<file path="config.mk">
export PLATFORM = sky130hd
export DESIGN_NAME = bpa_agent
export DESIGN_NICKNAME = d
export VERILOG_FILES = /design/src/rtl/bpa_pkg.sv /design/src/rtl/bpa_backoff.sv /design/src/rtl/bpa_parity.sv /design/src/rtl/bpa_agent.sv
export SDC_FILE = /design/constraint.sdc
export NUM_CORES = 1
export LEC_CHECK = 0
export BUFFER_PORTS_ARGS = -buffer_cell sky130_fd_sc_hd__buf_2
export CAP_MARGIN = 20
export CORE_MARGIN = 2
export CORE_UTILIZATION = 45
export CTS_BUF_LIST = sky130_fd_sc_hd__clkbuf_8
export DETAILED_ROUTE_END_ITERATION = 12
export GPL_TIMING_DRIVEN = 0
export HOLD_SLACK_MARGIN = 0.03
export PLACE_DENSITY = 0.78
export SYNTH_ARGS = -nofsm -noshare
export SYNTH_HDL_FRONTEND = slang
export SYNTH_SLANG_ARGS = --single-unit
</file>
<file path="constraint.sdc">
create_clock -name i_sys_clk -period 2.55 [get_ports i_sys_clk]
set_input_delay 0.255 -clock i_sys_clk [delete_from_list [all_inputs] [get_ports i_sys_clk]]
set_output_delay 0.255 -clock i_sys_clk [all_outputs]
set_load 0.01 [all_outputs]
</file>
<file path="src/rtl/bpa_pkg.sv">
// Shared constants and state codes of the backplane bus agent
package bpa_pkg;
   // Line group widths
   localparam int ID_W  = 5;
   localparam int ARB_W = 6;
   localparam int AD_W  = 32;
   localparam int PAR_W = 4;
   localparam int SC_W  = 10;
   localparam int ERR_W = 3;

   // Positions on the system control lines
   localparam int SC_LOCK   = 1;
   localparam int SC_EOC    = 2;
   localparam int SC_RQRDY  = 3;
   localparam int SC_RPRDY  = 4;
   localparam int SC_ERR_LO = 5;

   // Released (high) levels of each line group
   localparam logic           BUS_REQUEST_LINE_IDLE = 1'h1;
   localparam logic [ARB_W-1:0] ARB_IDLE = 6'h3F;
   localparam logic [SC_W-1:0]  SC_IDLE  = 10'h3FF;
   localparam logic [AD_W-1:0]  AD_IDLE  = 32'hFFFFFFFF;
   localparam logic [PAR_W-1:0] PAR_IDLE = 4'hF;

   // Lines that carry operation definitions in the request phase
   localparam logic [SC_W-1:0]  SC_CTL_MASK = 10'h3FD;

   // Resolution phase counter: third clock, then resolved
   localparam logic [1:0] PH_ZERO = 2'h0;
   localparam logic [1:0] PH_ONE  = 2'h1;
   localparam logic [1:0] PH_LAST = 2'h2;
   localparam logic [1:0] PH_DONE = 2'h3;

   // Arbitration and ownership states
   typedef enum logic [3:0] {
      ST_IDLE = 4'h1,
      ST_ARB  = 4'h2,
      ST_WAIT = 4'h4,
      ST_OWN  = 4'h8
   } bpa_arb_st_t;

   // Transfer cycle states
   typedef enum logic [2:0] {
      XF_IDLE  = 3'h1,
      XF_REQ   = 3'h2,
      XF_REPLY = 3'h4
   } bpa_xf_st_t;
endpackage

</file>
<file path="src/rtl/bpa_backoff.sv">
`timescale 1ns/1ns
`default_nettype none
// Bit-wise back-off: from the first losing bit downward the lines are released
module bpa_backoff #(
   parameter int W = 6
) (
   input  wire logic [W-1:0] i_own_n,     // Own ID, active low
   input  wire logic [W-1:0] i_bus_n,     // Wired-AND ID seen on the bus
   output logic      [W-1:0] o_pseudo_n   // ID to drive next
);
   // Scan from the top bit, release at and below a mismatch
   always_comb begin
      logic lost;
      lost = 1'b0;
      for (int i = W - 1; i >= 0; i--) begin
         if (i_own_n[i] && !i_bus_n[i]) begin
            lost = 1'b1;
         end
         o_pseudo_n[i] = lost ? 1'b1 : i_own_n[i];
      end
   end
endmodule
`default_nettype wire

</file>
<file path="src/rtl/bpa_parity.sv">
`timescale 1ns/1ns
`default_nettype none
// Parity of one byte lane, line low when the byte holds an odd count of ones
module bpa_parity #(
   parameter int W = 8
) (
   input  wire logic [W-1:0] i_data,   // True-level data of the lane
   output logic              o_par_n   // Parity line level
);
   // Even parity over data plus line
   assign o_par_n = ~(^i_data);
endmodule
`default_nettype wire

</file>
<file path="src/rtl/bpa_agent.sv">
// What this block does
// - Normal request with request line high: assert request line, drive ID, priority high.
// - ID lines settle over entry clock plus two; winner valid end of third.
// - Winner takes ownership next clock, drops ID and request, starts transfers.
// - Agent not granted stays resolving, keeps request line and ID driven.
// - High-priority request joins at a new resolution phase, priority line low.
// - Low priority line makes every normal contender lose by back-off.
// - Resolved next owner waits until current owner's transfer completes.
// - ID equal to bus ID at end of resolution enters acquisition.
// - While owner transfers, pending agents arbitrate for next ownership.
// - Owner asserts end-of-cycle during the final handshake of each transfer.
// - Lock held by owner keeps ownership; nobody else takes the bus.
// - Owner releases only when transfer done, unlocked, and another resolved.
// - Last winner stops driving request line, letting a new request cycle start.
// - Resolved next owner takes over on the owner's end-of-cycle.
// - With no other requester the last owner keeps the bus.
// - Transfer only after winning, started immediately; only owner transfers.
// - 32 address/data lines plus four parity lines: address, then data.
// - Request phase carries space, width and command on control lines.
// - Reply phase splits control lines into requester and replier subsets.
// - Single transfer: one datum, one handshake, ready with end-of-cycle.
// - Read: replier drives data and ready; requester ready with end-of-cycle.
// - Write: requester drives data, end-of-cycle, ready; replier answers ready.
// - Handshake completes on the edge with both ready lines active.
// - Arbitration lines are wired AND; mismatch releases that bit and lower.
// - Normal request does not enter while a request cycle is active.
// - Sequential cycles end on end-of-cycle; this agent always issues single.
`timescale 1ns/1ns
`default_nettype none
module bpa_agent (
   input  wire logic                       i_sys_clk,                  // Bus clock
   input  wire logic                       i_srst,                     // Sync reset
   input  wire logic                       i_req_valid,                // Transfer request
   output logic                            o_req_ready,                // Request taken
   input  wire logic                       i_req_high_prio,            // Ask at high priority
   input  wire logic                       i_req_write,                // 1 write, 0 read
   input  wire logic [bpa_pkg::AD_W-1:0]   i_req_addr,                 // Address
   input  wire logic [bpa_pkg::AD_W-1:0]   i_req_wdata,                // Write data
   input  wire logic [bpa_pkg::SC_W-1:0]   i_req_ctl,                  // Space, width, command
   input  wire logic                       i_lock_hold,                // Keep bus locked
   input  wire logic [bpa_pkg::ID_W-1:0]   i_own_id,                   // Assigned ID
   output logic                            o_rsp_valid,                // Transfer done pulse
   output logic      [bpa_pkg::AD_W-1:0]   o_rsp_rdata,                // Read data
   output logic      [bpa_pkg::ERR_W-1:0]  o_rsp_err,                  // Agent error code
   output logic                            o_bus_owner,                // Agent owns bus
   input  wire logic                       i_bus_request_line_n,       // Request line level
   output logic                            o_bus_request_line,         // Request drive value
   output logic                            o_bus_request_line_oe_n,    // Request enable
   input  wire logic [bpa_pkg::ARB_W-1:0]  i_arbitration_id_lines_n,   // ID lines level
   output logic      [bpa_pkg::ARB_W-1:0]  o_arbitration_id_lines,     // ID drive value
   output logic      [bpa_pkg::ARB_W-1:0]  o_arbitration_id_lines_oe_n,// ID enables
   input  wire logic [bpa_pkg::SC_W-1:0]   i_system_control_lines_n,   // Control lines level
   output logic      [bpa_pkg::SC_W-1:0]   o_system_control_lines,     // Control drive value
   output logic      [bpa_pkg::SC_W-1:0]   o_system_control_lines_oe_n,// Control enables
   input  wire logic [bpa_pkg::AD_W-1:0]   i_addr_data_lines_n,        // AD lines level
   output logic      [bpa_pkg::AD_W-1:0]   o_addr_data_lines,          // AD drive value
   output logic      [bpa_pkg::AD_W-1:0]   o_addr_data_lines_oe_n,     // AD enables
   input  wire logic [bpa_pkg::PAR_W-1:0]  i_parity_lines_n,           // Parity level, unused
   output logic      [bpa_pkg::PAR_W-1:0]  o_parity_lines,             // Parity drive value
   output logic      [bpa_pkg::PAR_W-1:0]  o_parity_lines_oe_n         // Parity enables
);
   bpa_pkg::bpa_arb_st_t st_ff, nxt_st;
   bpa_pkg::bpa_xf_st_t  xf_ff, nxt_xf;

   logic                      pend_ff;
   logic                      pend_hp_ff;
   logic                      pend_wr_ff;
   logic [bpa_pkg::AD_W-1:0]  pend_addr_ff;
   logic [bpa_pkg::AD_W-1:0]  pend_wdata_ff;
   logic [bpa_pkg::SC_W-1:0]  pend_ctl_ff;
   logic [1:0]                ph_cnt_ff;
   logic [bpa_pkg::ARB_W-1:0] res_id_ff;
   logic                      busy_ff;
   logic                      bus_request_line_drv_n_ff;
   logic [bpa_pkg::ARB_W-1:0] arb_drv_n_ff;
   logic [bpa_pkg::SC_W-1:0]  sc_drv_n_ff;
   logic [bpa_pkg::AD_W-1:0]  ad_drv_n_ff;
   logic [bpa_pkg::PAR_W-1:0] par_drv_n_ff;
   logic                      rsp_valid_ff;
   logic [bpa_pkg::AD_W-1:0]  rsp_rdata_ff;
   logic [bpa_pkg::ERR_W-1:0] rsp_err_ff;

   logic [bpa_pkg::ARB_W-1:0] own_n;
   logic [bpa_pkg::ARB_W-1:0] pseudo_n;
   logic [bpa_pkg::AD_W-1:0]  ad_val;
   logic [bpa_pkg::PAR_W-1:0] par_n;
   logic                      bus_request_line_seen;
   logic                      lock_other;
   logic                      eoc_hs;
   logic                      ctl_active;
   logic                      new_phase;
   logic                      won;
   logic                      may_enter;
   logic                      handover_ok;
   logic                      other_resolved;
   logic                      release_bus;
   logic                      hs_mine;
   logic                      start_xf;
   logic                      accept;

   // Open-drain pins: value always low, enable carries the level
   assign o_bus_request_line     = 1'b0;
   assign o_arbitration_id_lines = '0;
   assign o_system_control_lines = '0;
   assign o_addr_data_lines      = '0;
   assign o_parity_lines         = '0;
   assign o_bus_request_line_oe_n     = bus_request_line_drv_n_ff;
   assign o_arbitration_id_lines_oe_n = arb_drv_n_ff;
   assign o_system_control_lines_oe_n = sc_drv_n_ff;
   assign o_addr_data_lines_oe_n      = ad_drv_n_ff;
   assign o_parity_lines_oe_n         = par_drv_n_ff;

   // User side outputs
   assign o_req_ready = ~pend_ff;
   assign accept      = i_req_valid & ~pend_ff;
   assign o_rsp_valid = rsp_valid_ff;
   assign o_rsp_rdata = rsp_rdata_ff;
   assign o_rsp_err   = rsp_err_ff;
   assign o_bus_owner = (st_ff == bpa_pkg::ST_OWN);

   // Own ID with priority bit on top, low for high priority
   assign own_n = {~pend_hp_ff, ~i_own_id};

   // Back-off against the wired-AND bus ID
   bpa_backoff #(
      .W (bpa_pkg::ARB_W)
   ) u_backoff (
      .i_own_n    (own_n),
      .i_bus_n    (i_arbitration_id_lines_n),
      .o_pseudo_n (pseudo_n)
   );

   // Bus observations
   assign bus_request_line_seen  = ~i_bus_request_line_n;
   assign lock_other = ~i_system_control_lines_n[bpa_pkg::SC_LOCK] & sc_drv_n_ff[bpa_pkg::SC_LOCK];
   assign eoc_hs     = ~i_system_control_lines_n[bpa_pkg::SC_EOC]
                     & ~i_system_control_lines_n[bpa_pkg::SC_RQRDY]
                     & ~i_system_control_lines_n[bpa_pkg::SC_RPRDY];
   assign ctl_active = (i_system_control_lines_n & bpa_pkg::SC_CTL_MASK) != bpa_pkg::SC_CTL_MASK;

   // Phase events: settle, resolve, withdraw of the winner
   assign new_phase      = bus_request_line_seen && (ph_cnt_ff == bpa_pkg::PH_DONE)
                           && (i_arbitration_id_lines_n != res_id_ff);
   assign won            = (ph_cnt_ff == bpa_pkg::PH_LAST)
                           && (i_arbitration_id_lines_n == own_n);
   assign may_enter      = pend_ff && (pend_hp_ff ? (!bus_request_line_seen || new_phase)
                                                  : !bus_request_line_seen);
   assign handover_ok    = !lock_other && (!busy_ff || eoc_hs);
   assign other_resolved = bus_request_line_seen && (ph_cnt_ff == bpa_pkg::PH_DONE);
   assign release_bus    = (xf_ff == bpa_pkg::XF_IDLE) && !i_lock_hold
                           && other_resolved;
   assign hs_mine        = (xf_ff == bpa_pkg::XF_REPLY)
                           && !sc_drv_n_ff[bpa_pkg::SC_RQRDY]
                           && !i_system_control_lines_n[bpa_pkg::SC_RPRDY];

   // Resolution phase counter shared view of the bus
   always_ff @(posedge i_sys_clk) begin
      if (i_srst) begin
         ph_cnt_ff <= bpa_pkg::PH_ZERO;
      end else if (!bus_request_line_seen) begin
         ph_cnt_ff <= bpa_pkg::PH_ZERO;
      end else if (new_phase) begin
         ph_cnt_ff <= bpa_pkg::PH_ONE;
      end else if (ph_cnt_ff != bpa_pkg::PH_DONE) begin
         ph_cnt_ff <= 2'(ph_cnt_ff + bpa_pkg::PH_ONE);
      end
   end

   // Resolved ID, held to spot the winner withdrawing
   always_ff @(posedge i_sys_clk) begin
      if (i_srst) begin
         res_id_ff <= bpa_pkg::ARB_IDLE;
      end else if (ph_cnt_ff == bpa_pkg::PH_LAST) begin
         res_id_ff <= i_arbitration_id_lines_n;
      end
   end

   // Transfer activity of any owner, ended by its end-of-cycle handshake
   always_ff @(posedge i_sys_clk) begin
      if (i_srst) begin
         busy_ff <= 1'b0;
      end else begin
         busy_ff <= eoc_hs ? 1'b0 : (busy_ff | ctl_active);
      end
   end

   // Arbitration and ownership next state
   always_comb begin
      nxt_st = st_ff;
      unique case (st_ff)
         bpa_pkg::ST_IDLE: begin
            if (may_enter) begin
               nxt_st = bpa_pkg::ST_ARB;
            end
         end
         bpa_pkg::ST_ARB: begin
            if (won) begin
               nxt_st = handover_ok ? bpa_pkg::ST_OWN : bpa_pkg::ST_WAIT;
            end
         end
         bpa_pkg::ST_WAIT: begin
            if (handover_ok) begin
               nxt_st = bpa_pkg::ST_OWN;
            end
         end
         bpa_pkg::ST_OWN: begin
            if (release_bus) begin
               nxt_st = bpa_pkg::ST_IDLE;
            end
         end
      endcase
   end

   always_ff @(posedge i_sys_clk) begin
      if (i_srst) begin
         st_ff <= bpa_pkg::ST_IDLE;
      end else begin
         st_ff <= nxt_st;
      end
   end

   // Transfer cycle next state, started on gaining or holding ownership
   assign start_xf = pend_ff && (nxt_st == bpa_pkg::ST_OWN);
   always_comb begin
      nxt_xf = xf_ff;
      unique case (xf_ff)
         bpa_pkg::XF_IDLE: begin
            if (start_xf) begin
               nxt_xf = bpa_pkg::XF_REQ;
            end
         end
         bpa_pkg::XF_REQ: begin
            nxt_xf = bpa_pkg::XF_REPLY;
         end
         bpa_pkg::XF_REPLY: begin
            if (hs_mine) begin
               nxt_xf = bpa_pkg::XF_IDLE;
            end
         end
      endcase
   end

   always_ff @(posedge i_sys_clk) begin
      if (i_srst) begin
         xf_ff <= bpa_pkg::XF_IDLE;
      end else begin
         xf_ff <= nxt_xf;
      end
   end

   // Pending request: taken when free, freed by its own handshake
   always_ff @(posedge i_sys_clk) begin
      if (i_srst) begin
         pend_ff <= 1'b0;
      end else if (accept) begin
         pend_ff <= 1'b1;
      end else if (hs_mine) begin
         pend_ff <= 1'b0;
      end
   end

   // Request details held through the whole transfer cycle
   always_ff @(posedge i_sys_clk) begin
      if (i_srst) begin
         pend_hp_ff    <= 1'b0;
         pend_wr_ff    <= 1'b0;
         pend_addr_ff  <= '0;
         pend_wdata_ff <= '0;
         pend_ctl_ff   <= '0;
      end else if (accept) begin
         pend_hp_ff    <= i_req_high_prio;
         pend_wr_ff    <= i_req_write;
         pend_addr_ff  <= i_req_addr;
         pend_wdata_ff <= i_req_wdata;
         pend_ctl_ff   <= i_req_ctl;
      end
   end

   // Request line and ID driven only while contending
   always_ff @(posedge i_sys_clk) begin
      if (i_srst) begin
         bus_request_line_drv_n_ff <= bpa_pkg::BUS_REQUEST_LINE_IDLE;
         arb_drv_n_ff  <= bpa_pkg::ARB_IDLE;
      end else if (nxt_st == bpa_pkg::ST_ARB || nxt_st == bpa_pkg::ST_WAIT) begin
         bus_request_line_drv_n_ff <= 1'b0;
         arb_drv_n_ff  <= pseudo_n;
      end else begin
         bus_request_line_drv_n_ff <= bpa_pkg::BUS_REQUEST_LINE_IDLE;
         arb_drv_n_ff  <= bpa_pkg::ARB_IDLE;
      end
   end

   // Address in the request phase, write data in the reply phase
   assign ad_val = (nxt_xf == bpa_pkg::XF_REQ) ? pend_addr_ff : pend_wdata_ff;

   for (genvar g = 0; g < bpa_pkg::PAR_W; g++) begin : g_par
      bpa_parity #(
         .W (8)
      ) u_par (
         .i_data  (ad_val[8*g +: 8]),
         .o_par_n (par_n[g])
      );
   end

   // Address/data and parity lines
   always_ff @(posedge i_sys_clk) begin
      if (i_srst) begin
         ad_drv_n_ff  <= bpa_pkg::AD_IDLE;
         par_drv_n_ff <= bpa_pkg::PAR_IDLE;
      end else if (nxt_xf == bpa_pkg::XF_REQ
                   || (nxt_xf == bpa_pkg::XF_REPLY && pend_wr_ff)) begin
         ad_drv_n_ff  <= ~ad_val;
         par_drv_n_ff <= par_n;
      end else begin
         ad_drv_n_ff  <= bpa_pkg::AD_IDLE;
         par_drv_n_ff <= bpa_pkg::PAR_IDLE;
      end
   end

   // Control lines: definitions, then requester ready with end-of-cycle, lock
   always_ff @(posedge i_sys_clk) begin
      if (i_srst) begin
         sc_drv_n_ff <= bpa_pkg::SC_IDLE;
      end else begin
         sc_drv_n_ff <= bpa_pkg::SC_IDLE;
         if (nxt_xf == bpa_pkg::XF_REQ) begin
            sc_drv_n_ff <= ~pend_ctl_ff | ~bpa_pkg::SC_CTL_MASK;
         end else if (nxt_xf == bpa_pkg::XF_REPLY && xf_ff == bpa_pkg::XF_REPLY) begin
            sc_drv_n_ff[bpa_pkg::SC_EOC]   <= 1'b0;
            sc_drv_n_ff[bpa_pkg::SC_RQRDY] <= 1'b0;
         end
         if (nxt_st == bpa_pkg::ST_OWN && i_lock_hold) begin
            sc_drv_n_ff[bpa_pkg::SC_LOCK] <= 1'b0;
         end
      end
   end

   // Answer captured on the completing handshake
   always_ff @(posedge i_sys_clk) begin
      if (i_srst) begin
         rsp_valid_ff <= 1'b0;
         rsp_rdata_ff <= '0;
         rsp_err_ff   <= '0;
      end else begin
         rsp_valid_ff <= hs_mine;
         if (hs_mine) begin
            rsp_rdata_ff <= pend_wr_ff ? '0 : ~i_addr_data_lines_n;
            rsp_err_ff   <= ~i_system_control_lines_n[bpa_pkg::SC_ERR_LO +: bpa_pkg::ERR_W];
         end
      end
   end
endmodule
`default_nettype wire

</file>
==> impl_metrics.toml <==
[cells_and_area]
mostFrequentLayoutCells = "buf_2, nand2_1, dfxtp_1, dlygate4sd3_1, a21oi_1"
postLayoutCellArea_um2 = 10660
num_antenna_cells = 0
layout.nets = 1372
area_growth_pct = 49.96
multiInputGateArea_um2 = 3254
fill_cells = 1140
final_common_cell = "buf_2"
layout-drive-gt1-share = 0.2964
layout.area.seq_um2 = 3628

[routing]
postRouteWirelength_um = 22350
routedWlPerCell_um = 15.43
drt_pass1_iterations = 5
highest_layer = "met4"
drtAntennaViolNets = 0
m1WireLength_um = 8617
vias = 7095
wl_met2_um = 11260
drc = 0
drtIter0Drc = 476
routed-wl-met3_um = 1372
viasPerCell = 4.896

[clocking]
clock_latency_ns = 0.47
clockBufferDepth = 2
cts_htree_levels = 4
clock_sinks = 181
cts_root_buf = "clkbuf_8"
path_clk_slew_ns = 0.09
tritoncts = "done"
numCtsBuffers = 17

[global_routing]
grt_use_total = 0.2466
antenna_found_initial = 0
grt_max_degree = 17
overflow = 0
grt_first_pass_wirelength_um = 32270
grt_pass1_vias = 6790

[setup_path]
start_kind = "flip-flop"
arrival_ns = 2.87
critPathCaptureType = "flip-flop"
path_max_fanout = 7
criticalPathCategory = "flip-flop to flip-flop"
crit_required_ns = 2.86

[logic_synthesis]
synth.distinct_cells = 44
async_flop_share = 0
synth.avg_cell_area_um2 = 8.808
ys.flop_type = "dfxtp_1"
synth_edf_count = 0
yosysSeqAreaShare = 0.5098
ys_warn_count = 0
synth_seq_cells = 181
synthCells = 807
syn_area_um2 = 7108

[power_and_ir_drop]
powerDensity_nw_per_um2 = 558.3
peakVddDrop_v = 0.0002819
design_power_total_mw = 5.951
p_leak_nw = 4.502

[sta]
worstMarginPinSlew_ns = 0.7733
setup_viol = 1
rsz0062_at_grt = "true"
fin_crit_sh = 1.001
maxSlewHeadroom = 0.4845
hold_viol_final = 0
maxSlewViolCount = 0
clock-skew-final_ns = 0.01387
max_freq_mhz = 391.8
min_period_ns = 2.553
setup_slack_ns = -0.002613

[floorplanning]
die_y_um = 129.7
io_pins = 282
die_w_um = 129.7
core-area_um2 = 15310
start_util = 0.4641
fp.dieArea_um2 = 16820
fp-row-count = 45

[placed_design]
gp_congestion = 0.8186
portBuffers = 222
hpwl_um = 13940
place_area_um2 = 8683

[run]
max-cap-violations = 0

[outcome]
outcome = "finished, violations left"
violations = "negative setup slack"

[hold_path]
hold_path.class = "input port to flip-flop"
cell usage after synthesis, types with 5 or more instances:
library cell / count / area, µm²
a21oi_1: 83 / 415.4
a22oi_1: 36 / 270.3
buf_1: 8 / 30.03
buf_2: 5 / 25.02
buf_4: 53 / 397.9
clkbuf_1: 28 / 105.1
dfxtp_1: 181 / 3623
ha_1: 8 / 100.1
inv_1: 19 / 71.32
mux2i_1: 6 / 60.06
nand2_1: 203 / 762.0
nand3_1: 5 / 25.02
nand4b_1: 5 / 43.79
nor2_1: 17 / 63.81
o21ai_0: 38 / 190.2
xnor2_1: 49 / 429.2
xor2_1: 14 / 122.6
cell families after synthesis:
logic type               after synthesis  synth area share
AO/OA/AOI/OAI                        174            0.1431
buffers and inverters                114           0.08907
adder cells (fa/ha/maj)                8           0.01408
XOR/XNOR                              63           0.07763
flip-flops                           181            0.5098
AND/OR/NAND/NOR                      260            0.1574
multiplexers                           6          0.008450
other                                  1         0.0005276
power by group:
part           total [mW]  internal [mW]  switching (mW)  leakage [nW]
clock network        2.10           1.04            1.07         0.221
registers            2.99           2.91          0.0869          1.47
logic               0.854          0.440           0.414          2.81
layer usage:
metal  vias to the layer above  track usage
li1                       3417            -
met1                      3229       0.2774
met2                       350       0.4370
met3                        99      0.04872
met4                         0       0.1360
met5                         -            0
per-stage QoR:
step             TNS, ns  setup WS [ns]  utilization  hold WS (ns)  std cells
6_report       -0.002613      -0.002613       0.6960       0.05335       1449
5_1_grt           -1.944       -0.09554       0.6960       0.03713       1449
4_1_cts                0       0.001685       0.6745       0.03093       1443
3_5_place_dp      -27.62        -0.7038       0.5670        0.3724       1293
3_3_place_gp      -27.78        -0.7189       0.5667        0.3620       1292
2_1_floorplan    -0.2821       -0.01105            -        0.3268        859
worst paths after layout:
check                           depth (start not counted)  slack (ns)                         from                              to
worst max-delay path                                   12      -0.003                   pend_hp_ff       o_addr_data_lines_oe_n[7]
worst min register to register                          1        0.39               pend_ctl_ff[8]  o_system_control_lines_oe_n[8]
worst max register to register                         12      -0.003                   pend_hp_ff       o_addr_data_lines_oe_n[7]
worst min-delay path                                    3        0.05  i_arbitration_id_lines_n[1]                    res_id_ff[1]
layout make-up:
class | instances | area share
Buffer | 94 | 0.05599
Timing Repair Buffer | 348 | 0.2261
Multi-Input combinational cell | 564 | 0.3053
Clock buffer | 19 | 0.02453
Inverter | 20 | 0.007278
Clock inverter | 12 | 0.01561
Tap cell | 211 | 0.02477
Sequential cell | 181 | 0.3404
registers in the layout (all words and copies together), names as in the netlist:
| signal | count |
|---|---|
| o_parity_lines_oe_n | 4 |
| res_id_ff | 6 |
| pend_ctl_ff | 9 |
| xf_ff | 3 |
| st_ff | 4 |
| o_system_control_lines_oe_n | 10 |
| o_rsp_rdata | 32 |
| pend_wr_ff | 1 |
| ph_cnt_ff | 2 |
| pend_hp_ff | 1 |
| o_arbitration_id_lines_oe_n | 6 |
| o_addr_data_lines_oe_n | 32 |
| o_rsp_valid | 1 |
| pend_wdata_ff | 32 |
| o_bus_request_line_oe_n | 1 |
| pend_addr_ff | 32 |
| busy_ff | 1 |
| pend_ff | 1 |
| o_rsp_err | 3 |
critical path: stages (launching register included):
cell and delay (ns):
dfxtp_4 0.38, inv_4 0.04, ha_4 0.26, nand2_4 0.05
o32ai_4 0.29, buf_6 0.14, nand3_2 0.06, o21a_1 0.15
or2_4 0.27, nor4b_4 0.25, buf_6 0.24, clkbuf_16 0.18
a22oi_2 0.07
timing repair:
item,in CTS,in global routing
setup endpoints to repair,46,51
hold endpoints to repair,113,0
buffers inserted,6,4
gates resized for setup,13,50
cloned,0,3
hold buffers,113,0
pin swaps,4,34
Note: power is estimated with default switching activity, not from simulation.
